**config.mk**
```make
export PLATFORM = sky130hd
export DESIGN_NAME = process_alarm_evaluator
export DESIGN_NICKNAME = d
export VERILOG_FILES = /design/src/include/alarm_pkg.sv /design/src/logic/process_alarm_evaluator.sv
export SDC_FILE = /design/constraint.sdc
export NUM_CORES = 2
export LEC_CHECK = 0
export BUFFER_PORTS_ARGS = -buffer_cell sky130_fd_sc_hd__clkbuf_2
export CORE_MARGIN = 2
export CORE_UTILIZATION = 64
export CTS_CLUSTER_DIAMETER = 60
export DETAILED_ROUTE_END_ITERATION = 8
export PLACE_DENSITY_LB_ADDON = 0.25
export SLEW_MARGIN = 20
export SYNTH_ARGS = -nofsm -noshare
export SYNTH_HDL_FRONTEND = slang
export SYNTH_SLANG_ARGS = --single-unit
```
**constraint.sdc**
```tcl
create_clock -name clk_in -period 12.8 [get_ports clk_in]
set_input_delay 1.92 -clock clk_in [delete_from_list [all_inputs] [get_ports clk_in]]
set_output_delay 1.92 -clock clk_in [all_outputs]
set_load 0.03 [all_outputs]
```
**src/include/alarm_pkg.sv**
```systemverilog
`default_nettype none
package alarm_pkg;
   // Channel and output counts
   localparam int NCH = 3;
   localparam int NAUX = 3;
   // Compared quantities are signed engineering counts
   localparam int DW = 16;
   localparam int EW = 18;
   // Delay counter width and limit in seconds
   localparam int DLW = 10;
   localparam logic [9:0] DELAY_MAX_S = 10'd999;
   // Clock figures and one second in cycles
   localparam longint CLK_PERIOD_NS = 8;
   localparam longint SECOND_NS = 1_000_000_000;
   localparam int CYCLES_PER_SEC = int'(SECOND_NS / CLK_PERIOD_NS);
   // Alarm type codes
   typedef enum logic [4:0] {
      TYPE_OFF = 5'h00, TYPE_DEV_BAND_OUT = 5'h01, TYPE_DEV_UPPER = 5'h02,
      TYPE_DEV_LOWER = 5'h03, TYPE_DEV_BAND_IN = 5'h04,
      TYPE_SB_BAND_OUT = 5'h05, TYPE_SB_UPPER = 5'h06,
      TYPE_SB_LOWER = 5'h07, TYPE_ABS_UPPER = 5'h08,
      TYPE_ABS_LOWER = 5'h09, TYPE_SB_ABS_UPPER = 5'h0A,
      TYPE_SB_ABS_LOWER = 5'h0B, TYPE_LOOP_BURNOUT = 5'h0C,
      TYPE_PV_RATE = 5'h0D, TYPE_SP_UPPER = 5'h0E, TYPE_SP_LOWER = 5'h0F,
      TYPE_MV_UPPER = 5'h10, TYPE_MV_LOWER = 5'h11,
      TYPE_RSP_UPPER = 5'h12, TYPE_RSP_LOWER = 5'h13
   } alarm_type_t;
   localparam alarm_type_t TYPE_RESET = TYPE_DEV_UPPER;
   localparam logic [4:0] TYPE_LAST = 5'h13;
   // Register map, byte addresses
   localparam int AW = 8;
   localparam logic [7:0] OFS_CTRL = 8'h00;
   localparam logic [7:0] OFS_STAT = 8'h04;
   localparam logic [1:0] CH_REG_TYPE = 2'h0;
   localparam logic [1:0] CH_REG_HIGH = 2'h1;
   localparam logic [1:0] CH_REG_LOW = 2'h2;
   localparam logic [1:0] CH_REG_DLY = 2'h3;
   // Control fields
   localparam int CTRL_HEATCOOL_BIT = 0;
   localparam int CTRL_A1_ASSIGN_BIT = 1;
   localparam int CTRL_SEL_LSB = 8;
   localparam logic [5:0] CTRL_SEL_RESET = 6'h24;
   localparam logic [1:0] SEL_HEATER = 2'h3;
   // Status fields
   localparam int STAT_RAW_LSB = 0;
   localparam int STAT_OUT_LSB = 4;
   localparam int STAT_AUX_LSB = 8;
   localparam int STAT_HIDE_BIT = 12;
   // Delay register field
   localparam int DLY_OFF_LSB = 16;
   // Reset values of limits and delays
   localparam logic [15:0] LIMIT_RESET = 16'h0000;
   localparam logic [9:0] DELAY_RESET = 10'h000;
   // Bus responses
   localparam logic [1:0] RESP_OKAY = 2'h0;
   localparam logic [1:0] RESP_SLVERR = 2'h2;
endpackage
`default_nettype wire

```
**src/logic/process_alarm_evaluator.sv**
```systemverilog
`default_nettype none
module process_alarm_evaluator #(
   parameter int CYCLES_PER_SEC = alarm_pkg::CYCLES_PER_SEC
) (
   input wire logic clk_in,
   input wire logic sys_rst_in,
   input wire logic [7:0] s_axi_awaddr_in,
   input wire logic s_axi_awvalid_in,
   output logic s_axi_awready_out,
   input wire logic [31:0] s_axi_wdata_in,
   input wire logic [3:0] s_axi_wstrb_in,
   input wire logic s_axi_wvalid_in,
   output logic s_axi_wready_out,
   output logic [1:0] s_axi_bresp_out,
   output logic s_axi_bvalid_out,
   input wire logic s_axi_bready_in,
   input wire logic [7:0] s_axi_araddr_in,
   input wire logic s_axi_arvalid_in,
   output logic s_axi_arready_out,
   output logic [31:0] s_axi_rdata_out,
   output logic [1:0] s_axi_rresp_out,
   output logic s_axi_rvalid_out,
   input wire logic s_axi_rready_in,
   input wire logic signed [15:0] process_value_in,
   input wire logic signed [15:0] set_point_in,
   input wire logic signed [15:0] remote_set_point_in,
   input wire logic signed [15:0] manipulated_variable_in,
   input wire logic signed [15:0] manipulated_variable_cool_in,
   input wire logic loop_burnout_alarm_in,
   input wire logic pv_rate_alarm_in,
   input wire logic heater_fault_alarm_in,
   input wire logic heater_detect_fitted_in,
   output logic [2:0] alarm_out,
   output logic [2:0] aux_out
);
   localparam int NCH = alarm_pkg::NCH;

   ////////////////////////////////////////////////////////////////////////
   // Helper functions

   // Sign-extend to the evaluation width
   function automatic logic signed [17:0] sx(input logic signed [15:0] v);
      sx = {{2{v[15]}}, v};
   endfunction

   // Byte-lane merge of a write into the current word
   function automatic logic [31:0] merge(input logic [31:0] old_w,
                                         input logic [31:0] new_w,
                                         input logic [3:0] strb);
      for (int b = 0; b < 4; b++) begin
         merge[b*8 +: 8] = strb[b] ? new_w[b*8 +: 8] : old_w[b*8 +: 8];
      end
   endfunction

   // Type code legal for the channel index
   function automatic logic type_ok(input logic [4:0] t, input int ch);
      type_ok = (t <= alarm_pkg::TYPE_LAST) &&
                !(t == alarm_pkg::TYPE_LOOP_BURNOUT && ch != 0);
   endfunction

   ////////////////////////////////////////////////////////////////////////
   // Register storage

   logic [4:0] type_q [NCH]; // Alarm type per channel
   logic signed [15:0] high_q [NCH]; // X, or upper deviation H
   logic signed [15:0] low_q [NCH]; // Lower deviation L
   logic [9:0] on_dly_q [NCH]; // Turn-on delay, seconds
   logic [9:0] off_dly_q [NCH]; // Turn-off delay, seconds
   logic heatcool_q; // Heating/cooling control active
   logic a1_assign_q; // Outputs reassigned to alarm one
   logic [5:0] sel_q; // Two-bit source per aux output
   logic fit_s1_q, fit_q; // Strap synchroniser
   logic hidden; // Channel one forced off; aux outputs on source 0 carry heater fault
   assign hidden = fit_q && !a1_assign_q;

   ////////////////////////////////////////////////////////////////////////
   // AXI4-Lite slave

   logic aw_got_q, w_got_q; // Address and data captured
   logic [7:0] aw_addr_q; // Captured write address
   logic [31:0] w_data_q; // Captured write data
   logic [3:0] w_strb_q; // Captured byte enables
   logic bvalid_q, rvalid_q;
   logic [1:0] bresp_q, rresp_q;
   logic [31:0] rdata_q;
   logic [2:0] cond_q; // Qualified conditions
   logic [2:0] out_q; // Delayed alarm states
   logic [2:0] aux_q; // Auxiliary outputs

   assign s_axi_awready_out = !aw_got_q && !bvalid_q;
   assign s_axi_wready_out = !w_got_q && !bvalid_q;
   assign s_axi_arready_out = !rvalid_q;
   assign s_axi_bvalid_out = bvalid_q;
   assign s_axi_bresp_out = bresp_q;
   assign s_axi_rvalid_out = rvalid_q;
   assign s_axi_rresp_out = rresp_q;
   assign s_axi_rdata_out = rdata_q;

   // Read view of any address; hit flags mapped space
   function automatic logic [32:0] rd_word(input logic [7:0] a);
      logic [1:0] chn;
      logic [31:0] w;
      logic hit;
      chn = a[5:4];
      w = 32'h0000_0000;
      hit = 1'b0;
      if (a[1:0] != 2'h0 || a[7:6] != 2'h0) begin
         hit = 1'b0;
      end else if (a == alarm_pkg::OFS_CTRL) begin
         hit = 1'b1;
         w[alarm_pkg::CTRL_HEATCOOL_BIT] = heatcool_q;
         w[alarm_pkg::CTRL_A1_ASSIGN_BIT] = a1_assign_q;
         w[alarm_pkg::CTRL_SEL_LSB +: 6] = sel_q;
      end else if (a == alarm_pkg::OFS_STAT) begin
         hit = 1'b1;
         w[alarm_pkg::STAT_RAW_LSB +: 3] = cond_q;
         w[alarm_pkg::STAT_OUT_LSB +: 3] = out_q;
         w[alarm_pkg::STAT_AUX_LSB +: 3] = aux_q;
         w[alarm_pkg::STAT_HIDE_BIT] = hidden;
      end else if (chn != 2'h0) begin
         hit = 1'b1;
         unique case (a[3:2])
            alarm_pkg::CH_REG_TYPE: w[4:0] = type_q[chn-2'h1];
            alarm_pkg::CH_REG_HIGH: w = 32'(sx(high_q[chn-2'h1]));
            alarm_pkg::CH_REG_LOW: w = 32'(sx(low_q[chn-2'h1]));
            alarm_pkg::CH_REG_DLY: begin
               w[9:0] = on_dly_q[chn-2'h1];
               w[alarm_pkg::DLY_OFF_LSB +: 10] = off_dly_q[chn-2'h1];
            end
         endcase
      end
      rd_word = {hit, w};
   endfunction

   // Write when both address and data are held or arriving
   wire aw_now = aw_got_q || (s_axi_awvalid_in && s_axi_awready_out);
   wire w_now = w_got_q || (s_axi_wvalid_in && s_axi_wready_out);
   wire do_wr = aw_now && w_now && !bvalid_q;
   wire [7:0] wr_addr = aw_got_q ? aw_addr_q : s_axi_awaddr_in;
   logic [32:0] wr_old; // Word at the write address, hit flag on top
   logic [32:0] rd_look; // Word at the read address, hit flag on top
   // Process form so register reads inside the function are tracked
   always_comb begin
      wr_old = rd_word(wr_addr);
      rd_look = rd_word(s_axi_araddr_in);
   end
   wire [31:0] wr_val = merge(wr_old[31:0],
                              w_got_q ? w_data_q : s_axi_wdata_in,
                              w_got_q ? w_strb_q : s_axi_wstrb_in);
   wire [1:0] wr_ch = wr_addr[5:4] - 2'h1;

   // Handshake state of the write and read channels
   always_ff @(posedge clk_in or posedge sys_rst_in) begin
      if (sys_rst_in) begin
         aw_got_q <= 1'b0;
         w_got_q <= 1'b0;
         aw_addr_q <= 8'h00;
         w_data_q <= 32'h0000_0000;
         w_strb_q <= 4'h0;
         bvalid_q <= 1'b0;
         bresp_q <= alarm_pkg::RESP_OKAY;
         rvalid_q <= 1'b0;
         rresp_q <= alarm_pkg::RESP_OKAY;
         rdata_q <= 32'h0000_0000;
      end else begin
         if (s_axi_awvalid_in && s_axi_awready_out) begin
            aw_addr_q <= s_axi_awaddr_in;
         end
         if (s_axi_wvalid_in && s_axi_wready_out) begin
            w_data_q <= s_axi_wdata_in;
            w_strb_q <= s_axi_wstrb_in;
         end
         aw_got_q <= aw_now && !do_wr;
         w_got_q <= w_now && !do_wr;
         // Response after both halves
         if (do_wr) begin
            bvalid_q <= 1'b1;
            bresp_q <= wr_old[32] ? alarm_pkg::RESP_OKAY
                                  : alarm_pkg::RESP_SLVERR;
         end else if (s_axi_bready_in) begin
            bvalid_q <= 1'b0;
         end
         // Read answers one cycle after acceptance
         if (s_axi_arvalid_in && !rvalid_q) begin
            rvalid_q <= 1'b1;
            rdata_q <= rd_look[31:0];
            rresp_q <= rd_look[32] ? alarm_pkg::RESP_OKAY
                                   : alarm_pkg::RESP_SLVERR;
         end else if (s_axi_rready_in) begin
            rvalid_q <= 1'b0;
         end
      end
   end

   // Register writes; illegal type codes leave the old type
   always_ff @(posedge clk_in or posedge sys_rst_in) begin
      if (sys_rst_in) begin
         heatcool_q <= 1'b0;
         a1_assign_q <= 1'b0;
         sel_q <= alarm_pkg::CTRL_SEL_RESET;
         for (int c = 0; c < NCH; c++) begin
            type_q[c] <= alarm_pkg::TYPE_RESET;
            high_q[c] <= alarm_pkg::LIMIT_RESET;
            low_q[c] <= alarm_pkg::LIMIT_RESET;
            on_dly_q[c] <= alarm_pkg::DELAY_RESET;
            off_dly_q[c] <= alarm_pkg::DELAY_RESET;
         end
      end else if (do_wr && wr_old[32]) begin
         if (wr_addr == alarm_pkg::OFS_CTRL) begin
            heatcool_q <= wr_val[alarm_pkg::CTRL_HEATCOOL_BIT];
            a1_assign_q <= wr_val[alarm_pkg::CTRL_A1_ASSIGN_BIT];
            sel_q <= wr_val[alarm_pkg::CTRL_SEL_LSB +: 6];
         end else if (wr_addr[5:4] != 2'h0) begin
            unique case (wr_addr[3:2])
               alarm_pkg::CH_REG_TYPE: begin
                  if (type_ok(wr_val[4:0], int'(wr_ch)) &&
                      !(wr_ch == 2'h0 && hidden)) begin
                     type_q[wr_ch] <= wr_val[4:0];
                  end
               end
               alarm_pkg::CH_REG_HIGH: high_q[wr_ch] <= wr_val[15:0];
               alarm_pkg::CH_REG_LOW: low_q[wr_ch] <= wr_val[15:0];
               alarm_pkg::CH_REG_DLY: begin
                  if (wr_val[9:0] <= alarm_pkg::DELAY_MAX_S) begin
                     on_dly_q[wr_ch] <= wr_val[9:0];
                  end
                  if (wr_val[25:16] <= alarm_pkg::DELAY_MAX_S) begin
                     off_dly_q[wr_ch] <= wr_val[25:16];
                  end
               end
            endcase
         end
      end
   end

   // Strap passes two flops before use
   always_ff @(posedge clk_in or posedge sys_rst_in) begin
      if (sys_rst_in) begin
         fit_s1_q <= 1'b0;
         fit_q <= 1'b0;
      end else begin
         fit_s1_q <= heater_detect_fitted_in;
         fit_q <= fit_s1_q;
      end
   end

   ////////////////////////////////////////////////////////////////////////
   // One-second tick shared by all delay counters

   logic [31:0] pre_q; // Cycle prescaler
   wire sec_tick = (pre_q == 32'(CYCLES_PER_SEC - 1));
   always_ff @(posedge clk_in or posedge sys_rst_in) begin
      if (sys_rst_in) begin
         pre_q <= 32'h0000_0000;
      end else begin
         pre_q <= sec_tick ? 32'h0000_0000 : pre_q + 32'h0000_0001;
      end
   end

   ////////////////////////////////////////////////////////////////////////
   // Per-channel evaluation, standby and delays

   wire signed [17:0] pv = sx(process_value_in);
   wire signed [17:0] sp = sx(set_point_in);
   logic [2:0] raw; // Unqualified conditions
   logic [2:0] sb_type; // Type carries a standby sequence
   logic [2:0] sb_arm_q; // Standby still armed

   for (genvar c = 0; c < NCH; c++) begin : g_ch
      wire signed [17:0] x = sx(high_q[c]);
      wire signed [17:0] up = sp + x; // Upper limit SP+H/SP+X
      wire signed [17:0] dn = sp - sx(low_q[c]); // Lower limit SP-L
      wire signed [17:0] dnx = sp - x; // SP-X
      wire out_band = (pv > up) || (pv < dn);
      wire in_band = (pv >= dn) && (pv <= up);
      wire overlap = (up < dn);
      wire signed [17:0] mv_hi = heatcool_q ?
         sx(manipulated_variable_in) : sx(manipulated_variable_in);
      wire signed [17:0] mv_lo = heatcool_q ?
         sx(manipulated_variable_cool_in) : sx(manipulated_variable_in);
      logic r;
      // Condition selected by type code
      always_comb begin
         r = 1'b0;
         case (type_q[c])
            alarm_pkg::TYPE_OFF: r = 1'b0;
            alarm_pkg::TYPE_DEV_BAND_OUT: r = out_band;
            alarm_pkg::TYPE_DEV_UPPER: r = (pv >= up);
            alarm_pkg::TYPE_DEV_LOWER: r = (pv <= dnx);
            alarm_pkg::TYPE_DEV_BAND_IN: r = in_band;
            alarm_pkg::TYPE_SB_BAND_OUT: r = out_band && !overlap;
            alarm_pkg::TYPE_SB_UPPER: r = (pv >= up);
            alarm_pkg::TYPE_SB_LOWER: r = (pv <= dnx);
            alarm_pkg::TYPE_ABS_UPPER: r = (pv > x);
            alarm_pkg::TYPE_ABS_LOWER: r = (pv < x);
            alarm_pkg::TYPE_SB_ABS_UPPER: r = (pv > x);
            alarm_pkg::TYPE_SB_ABS_LOWER: r = (pv < x);
            alarm_pkg::TYPE_LOOP_BURNOUT:
               r = (c == 0) && loop_burnout_alarm_in;
            alarm_pkg::TYPE_PV_RATE: r = pv_rate_alarm_in;
            alarm_pkg::TYPE_SP_UPPER: r = (sp > x);
            alarm_pkg::TYPE_SP_LOWER: r = (sp < x);
            alarm_pkg::TYPE_MV_UPPER: r = (mv_hi > x);
            alarm_pkg::TYPE_MV_LOWER: r = (mv_lo < x);
            alarm_pkg::TYPE_RSP_UPPER:
               r = (sx(remote_set_point_in) > x);
            alarm_pkg::TYPE_RSP_LOWER:
               r = (sx(remote_set_point_in) < x);
            default: r = 1'b0;
         endcase
      end
      // Channel one yields to the heater fault alarm
      assign raw[c] = r && !(c == 0 && hidden);
      assign sb_type[c] = (type_q[c] >= alarm_pkg::TYPE_SB_BAND_OUT &&
                           type_q[c] <= alarm_pkg::TYPE_SB_LOWER) ||
                          type_q[c] == alarm_pkg::TYPE_SB_ABS_UPPER ||
                          type_q[c] == alarm_pkg::TYPE_SB_ABS_LOWER;
      // Standby re-arms on type change, clears once condition is off
      logic [4:0] type_seen_q;
      always_ff @(posedge clk_in or posedge sys_rst_in) begin
         if (sys_rst_in) begin
            sb_arm_q[c] <= 1'b1;
            type_seen_q <= alarm_pkg::TYPE_RESET;
         end else begin
            type_seen_q <= type_q[c];
            if (type_seen_q != type_q[c]) begin
               sb_arm_q[c] <= 1'b1;
            end else if (!raw[c]) begin
               sb_arm_q[c] <= 1'b0;
            end
         end
      end
      // Armed in the very cycle of a type change, no one-cycle gap
      wire arm_now = sb_arm_q[c] || (type_seen_q != type_q[c]);
      wire qual = raw[c] && !(sb_type[c] && arm_now);
      // Delay counter: output follows after the set seconds
      logic [9:0] sec_q;
      // Delay picked by the pending state, not the live condition
      wire [9:0] need = cond_q[c] ? on_dly_q[c] : off_dly_q[c];
      always_ff @(posedge clk_in or posedge sys_rst_in) begin
         if (sys_rst_in) begin
            cond_q[c] <= 1'b0;
            out_q[c] <= 1'b0;
            sec_q <= 10'h000;
         end else begin
            cond_q[c] <= qual;
            if (cond_q[c] == out_q[c]) begin
               sec_q <= 10'h000;
            end else if (sec_q >= need) begin
               out_q[c] <= cond_q[c];
               sec_q <= 10'h000;
            end else if (sec_tick) begin
               sec_q <= sec_q + 10'h001;
            end
         end
      end
   end

   ////////////////////////////////////////////////////////////////////////
   // Output assignment to auxiliary outputs

   for (genvar k = 0; k < 3; k++) begin : g_aux
      wire [1:0] s = sel_q[2*k +: 2];
      wire src = (s == alarm_pkg::SEL_HEATER) ? heater_fault_alarm_in :
                 (s == 2'h0 && hidden) ? heater_fault_alarm_in :
                 out_q[s];
      always_ff @(posedge clk_in or posedge sys_rst_in) begin
         if (sys_rst_in) begin
            aux_q[k] <= 1'b0;
         end else begin
            aux_q[k] <= src;
         end
      end
   end
   assign aux_out = aux_q;
   assign alarm_out = out_q;
endmodule
`default_nettype wire

```
==> results_dict.tcl <==
set metrics [dict create \
    routed_wl_mm 125 \
    path_class "input port to register" \
    setup_viol 0 \
    clk_path_buf_depth 3 \
    crit_family "compound AO/OA/AOI/OAI gates" \
    hp-class "register to register" \
    cts_hold_buf 0 \
    start_kind "input port" \
    run_status "finished with violations" \
    routabilityCongestion 1.05 \
    synth-edff-count 0 \
    synth_ff_type "dfrtp_1" \
    ir_worst_vdd_v 0.000254 \
    routed_via_density 6.82 \
    violations "DRC" \
    whs_ns 0.385 \
    syn_avg_cell_area_sq_um 8.68 \
    antenna_found_initial 2 \
    slowest_stage "inv_1" \
    initial_utilization_pct 64.5 \
    drc 6 \
    dp_hpwl_mm 93.1 \
    cts_setup_buffers 0 \
    power_density_mw_per_mm2 232 \
    synth_seq_area_share_pct 24.7 \
    min_path_cells 0 \
    crit_chain "clkbuf_2, inv_1, fa_1, o21bai_1, a21oi_1, o21bai_1, a221o_1, a2111oi_0, o21bai_1, a21oi_1, o31a_1, o21ai_0, and2_1, ha_1, nand4_1, or3_1, o31ai_1, nand2b_1, o31a_1, a21oi_1, nand4_1, and3_1, nand4_1, o31a_1" \
    grt_pass1_wl_mm 187 \
    fmax_mhz 131 \
    rows 85 \
    r2r_cells 15 \
    fin_ws_ns 5.14 \
    portBuffers 181 \
    synth_cell_types 103 \
    slowest_delay_ns 0.71 \
    drt_iter0_drc 3911 \
    clkLatencyLatePin_ns 0.57 \
    layout.cells.non_filler 4796 \
    worstPathRequired_ns 13.28 \
    grtUsageTotal_pct 44.0 \
    synth_cells 3983 \
    first_global_vias 31200 \
    root_buffer "clkbuf_16" \
    worst-path-stages 24 \
    cp_num_buf_inv 2 \
    fin_nets 4804 \
    overflow 0 \
    cts_resized 0 \
    dp_worst_setup_slack_ns 4.76 \
    die_height_um 236 \
    vias 32700 \
    dp.cells 4727 \
    clock-sinks 340 \
    max-slew-margin-rel_pct 20.4 \
    yosys_warnings 0 \
    p_leak_nw 17.7 \
    cts_buffers 36 \
    die_area_sq_mm 0.0559 \
    drv_slew 0 \
    skew_ns 0.0301 \
    cts_tree "done" \
    endpoint_kind "register" \
    htreeDepth 2 \
    firstDrtPassIters 9 \
    wl_per_cell_um 26.1 \
    ant_nets 0 \
    clk_pin_slew_ns 0.06 \
    ys_ff_latch 340 \
    hold_viol 0 \
    die_w_um 236 \
    drv_cap 0 \
    fin_crit_sh_pct 59.8 \
    coreArea_sq_mm 0.0536 \
    rsz0062_at_grt "false" \
    fin_crit_ns 7.66 \
    synthArstFlopShare_pct 100 \
    num_io_pins 190 \
    grt_max_degree 139 \
    fin_tns_setup_ns 0 \
    tightest_slew_ns 1.19 \
    drive_gt1_share_pct 11.7 \
    critPathArrivalTime_ns 8.14 \
    n_fill_cell 4368 \
    crit_fanout 16 \
    area_growth_syn_to_layout_pct 7.53 \
    syn_area_sq_mm 0.0346 \
]
## power by group
part           internal, W  total (W)  switching (W)
registers          0.00138    0.00182       0.000436
clock network     0.000625    0.00110       0.000475
logic              0.00221    0.00571        0.00351
total              0.00421    0.00863        0.00442
## cells in the mapped netlist (all sizes together), types with 7 or more instances
master	number	area [sq um]
o2111ai	9	78.8
a221oi	10	87.6
dfrtp	329	8230
a222oi	17	170
o21ai	274	1420
xnor2	120	1050
a211oi	44	335
nor3	64	320
o211ai	21	158
o31ai	17	128
nand4	89	563
nand3b	9	67.6
or2	10	62.6
o31a	9	78.8
a21o	102	766
a32oi	10	87.6
xor2	76	666
a22oi	48	365
nand2	292	1100
buf	62	364
mux2	143	1640
or4	7	52.6
ha	581	7270
o22ai	55	350
a21oi	294	1480
a2111oi	17	155
nor4	17	106
clkbuf	106	398
fa	9	180
a22o	11	96.3
nand2b	46	288
o21bai	38	285
inv	267	1000
o21a	28	211
a21boi	8	60.1
or3	22	138
mux2i	121	1240
a221o	9	90.1
nor2	271	1020
nor2b	49	309
a31oi	22	144
dfstp	11	289
nand3	112	561
and3	35	219
## path summary, 6_finish.rpt
kind | start | to | slack (ns)
max in group asynchronous | sys_rst_in | off_dly_q[13] | 9.62
min | fit_s1_q | fit_q | 0.38
max reg2reg | aw_got_q | type_q[7] | 6.47
min reg2reg | fit_s1_q | fit_q | 0.38
max | set_point_in[1] | cond_q[1] | 5.14
min in group asynchronous | sys_rst_in | pre_q[14] | 1.56
## flip-flops by register name, summed over array words and instances (netlist names), 3 cells and up
| register | cells |
|---|---|
| g_ch.x | 48 |
| low_q | 48 |
| pre_q | 32 |
| g_ch.sec_q | 30 |
| off_dly_q | 30 |
| on_dly_q | 30 |
| s_axi_rdata_out | 26 |
| w_data_q | 26 |
| g_ch.type_seen_q | 15 |
| type_q | 15 |
| aw_addr_q | 8 |
| sel_q | 6 |
| w_strb_q | 4 |
| alarm_out | 3 |
| aux_out | 3 |
| cond_q | 3 |
| sb_arm_q | 3 |
## per-stage QoR
step / area, sq um / total power, W / utilization [%]
floorplan: 34600 / 0.00567 / -
CTS: 37100 / 0.00841 / 69.2
global placement: 35900 / 0.00714 / 66.9
detailed placement: 35900 / 0.00728 / 66.9
finish: 37200 / 0.00863 / 69.3
global route: 37200 / 0.00920 / 69.3
## layer usage
layer / part of all wire, % / global-route usage [%] / wire, um
met1: 37 / 54.3 / 46200
met4: 9.9 / 35.6 / 12400
met2: 41 / 65.3 / 51500
met3: 12 / 11.0 / 15100
met5: 0.0088 / 0 / 11
## logic make-up (layout without fill, tap and decap cells)
logic type / Yosys count / in the layout / synth area share, %
multiplexers: 267 / 267 / 8.54
AND/OR/NAND/NOR: 1051 / 1051 / 14.6
buffers and inverters: 436 / 550 / 5.12
AO/OA/AOI/OAI: 1101 / 1101 / 20.6
adder cells (fa/ha/maj): 591 / 591 / 21.6
flip-flops: 340 / 340 / 24.7
other: 1 / 4 / 0.0108
XOR/XNOR: 196 / 196 / 4.97
## placed cells by master, fill, tap and decap left out, drive strengths merged, types with 76 or more instances in the layout
master  count
a21o      102
a21oi     294
clkbuf    228
dfrtp     329
ha        581
inv       270
mux2      143
mux2i     121
nand2     292
nand3     112
nand4      89
nor2      271
o21ai     274
xnor2     120
xor2       76
## final cells by class
cell class	count	area [sq um]	share of cell area [%]
Clock buffer	47	1000	2.70
Timing Repair Buffer	217	1190	3.21
Sequential cell	340	8520	22.9
Tap cell	696	871	2.34
Inverter	268	1020	2.73
Antenna cell	2	5.00	0.0135
Clock inverter	18	229	0.616
Multi-Input combinational cell	3208	24300	65.5
No activity file was read; power rests on OpenSTA's default activity.
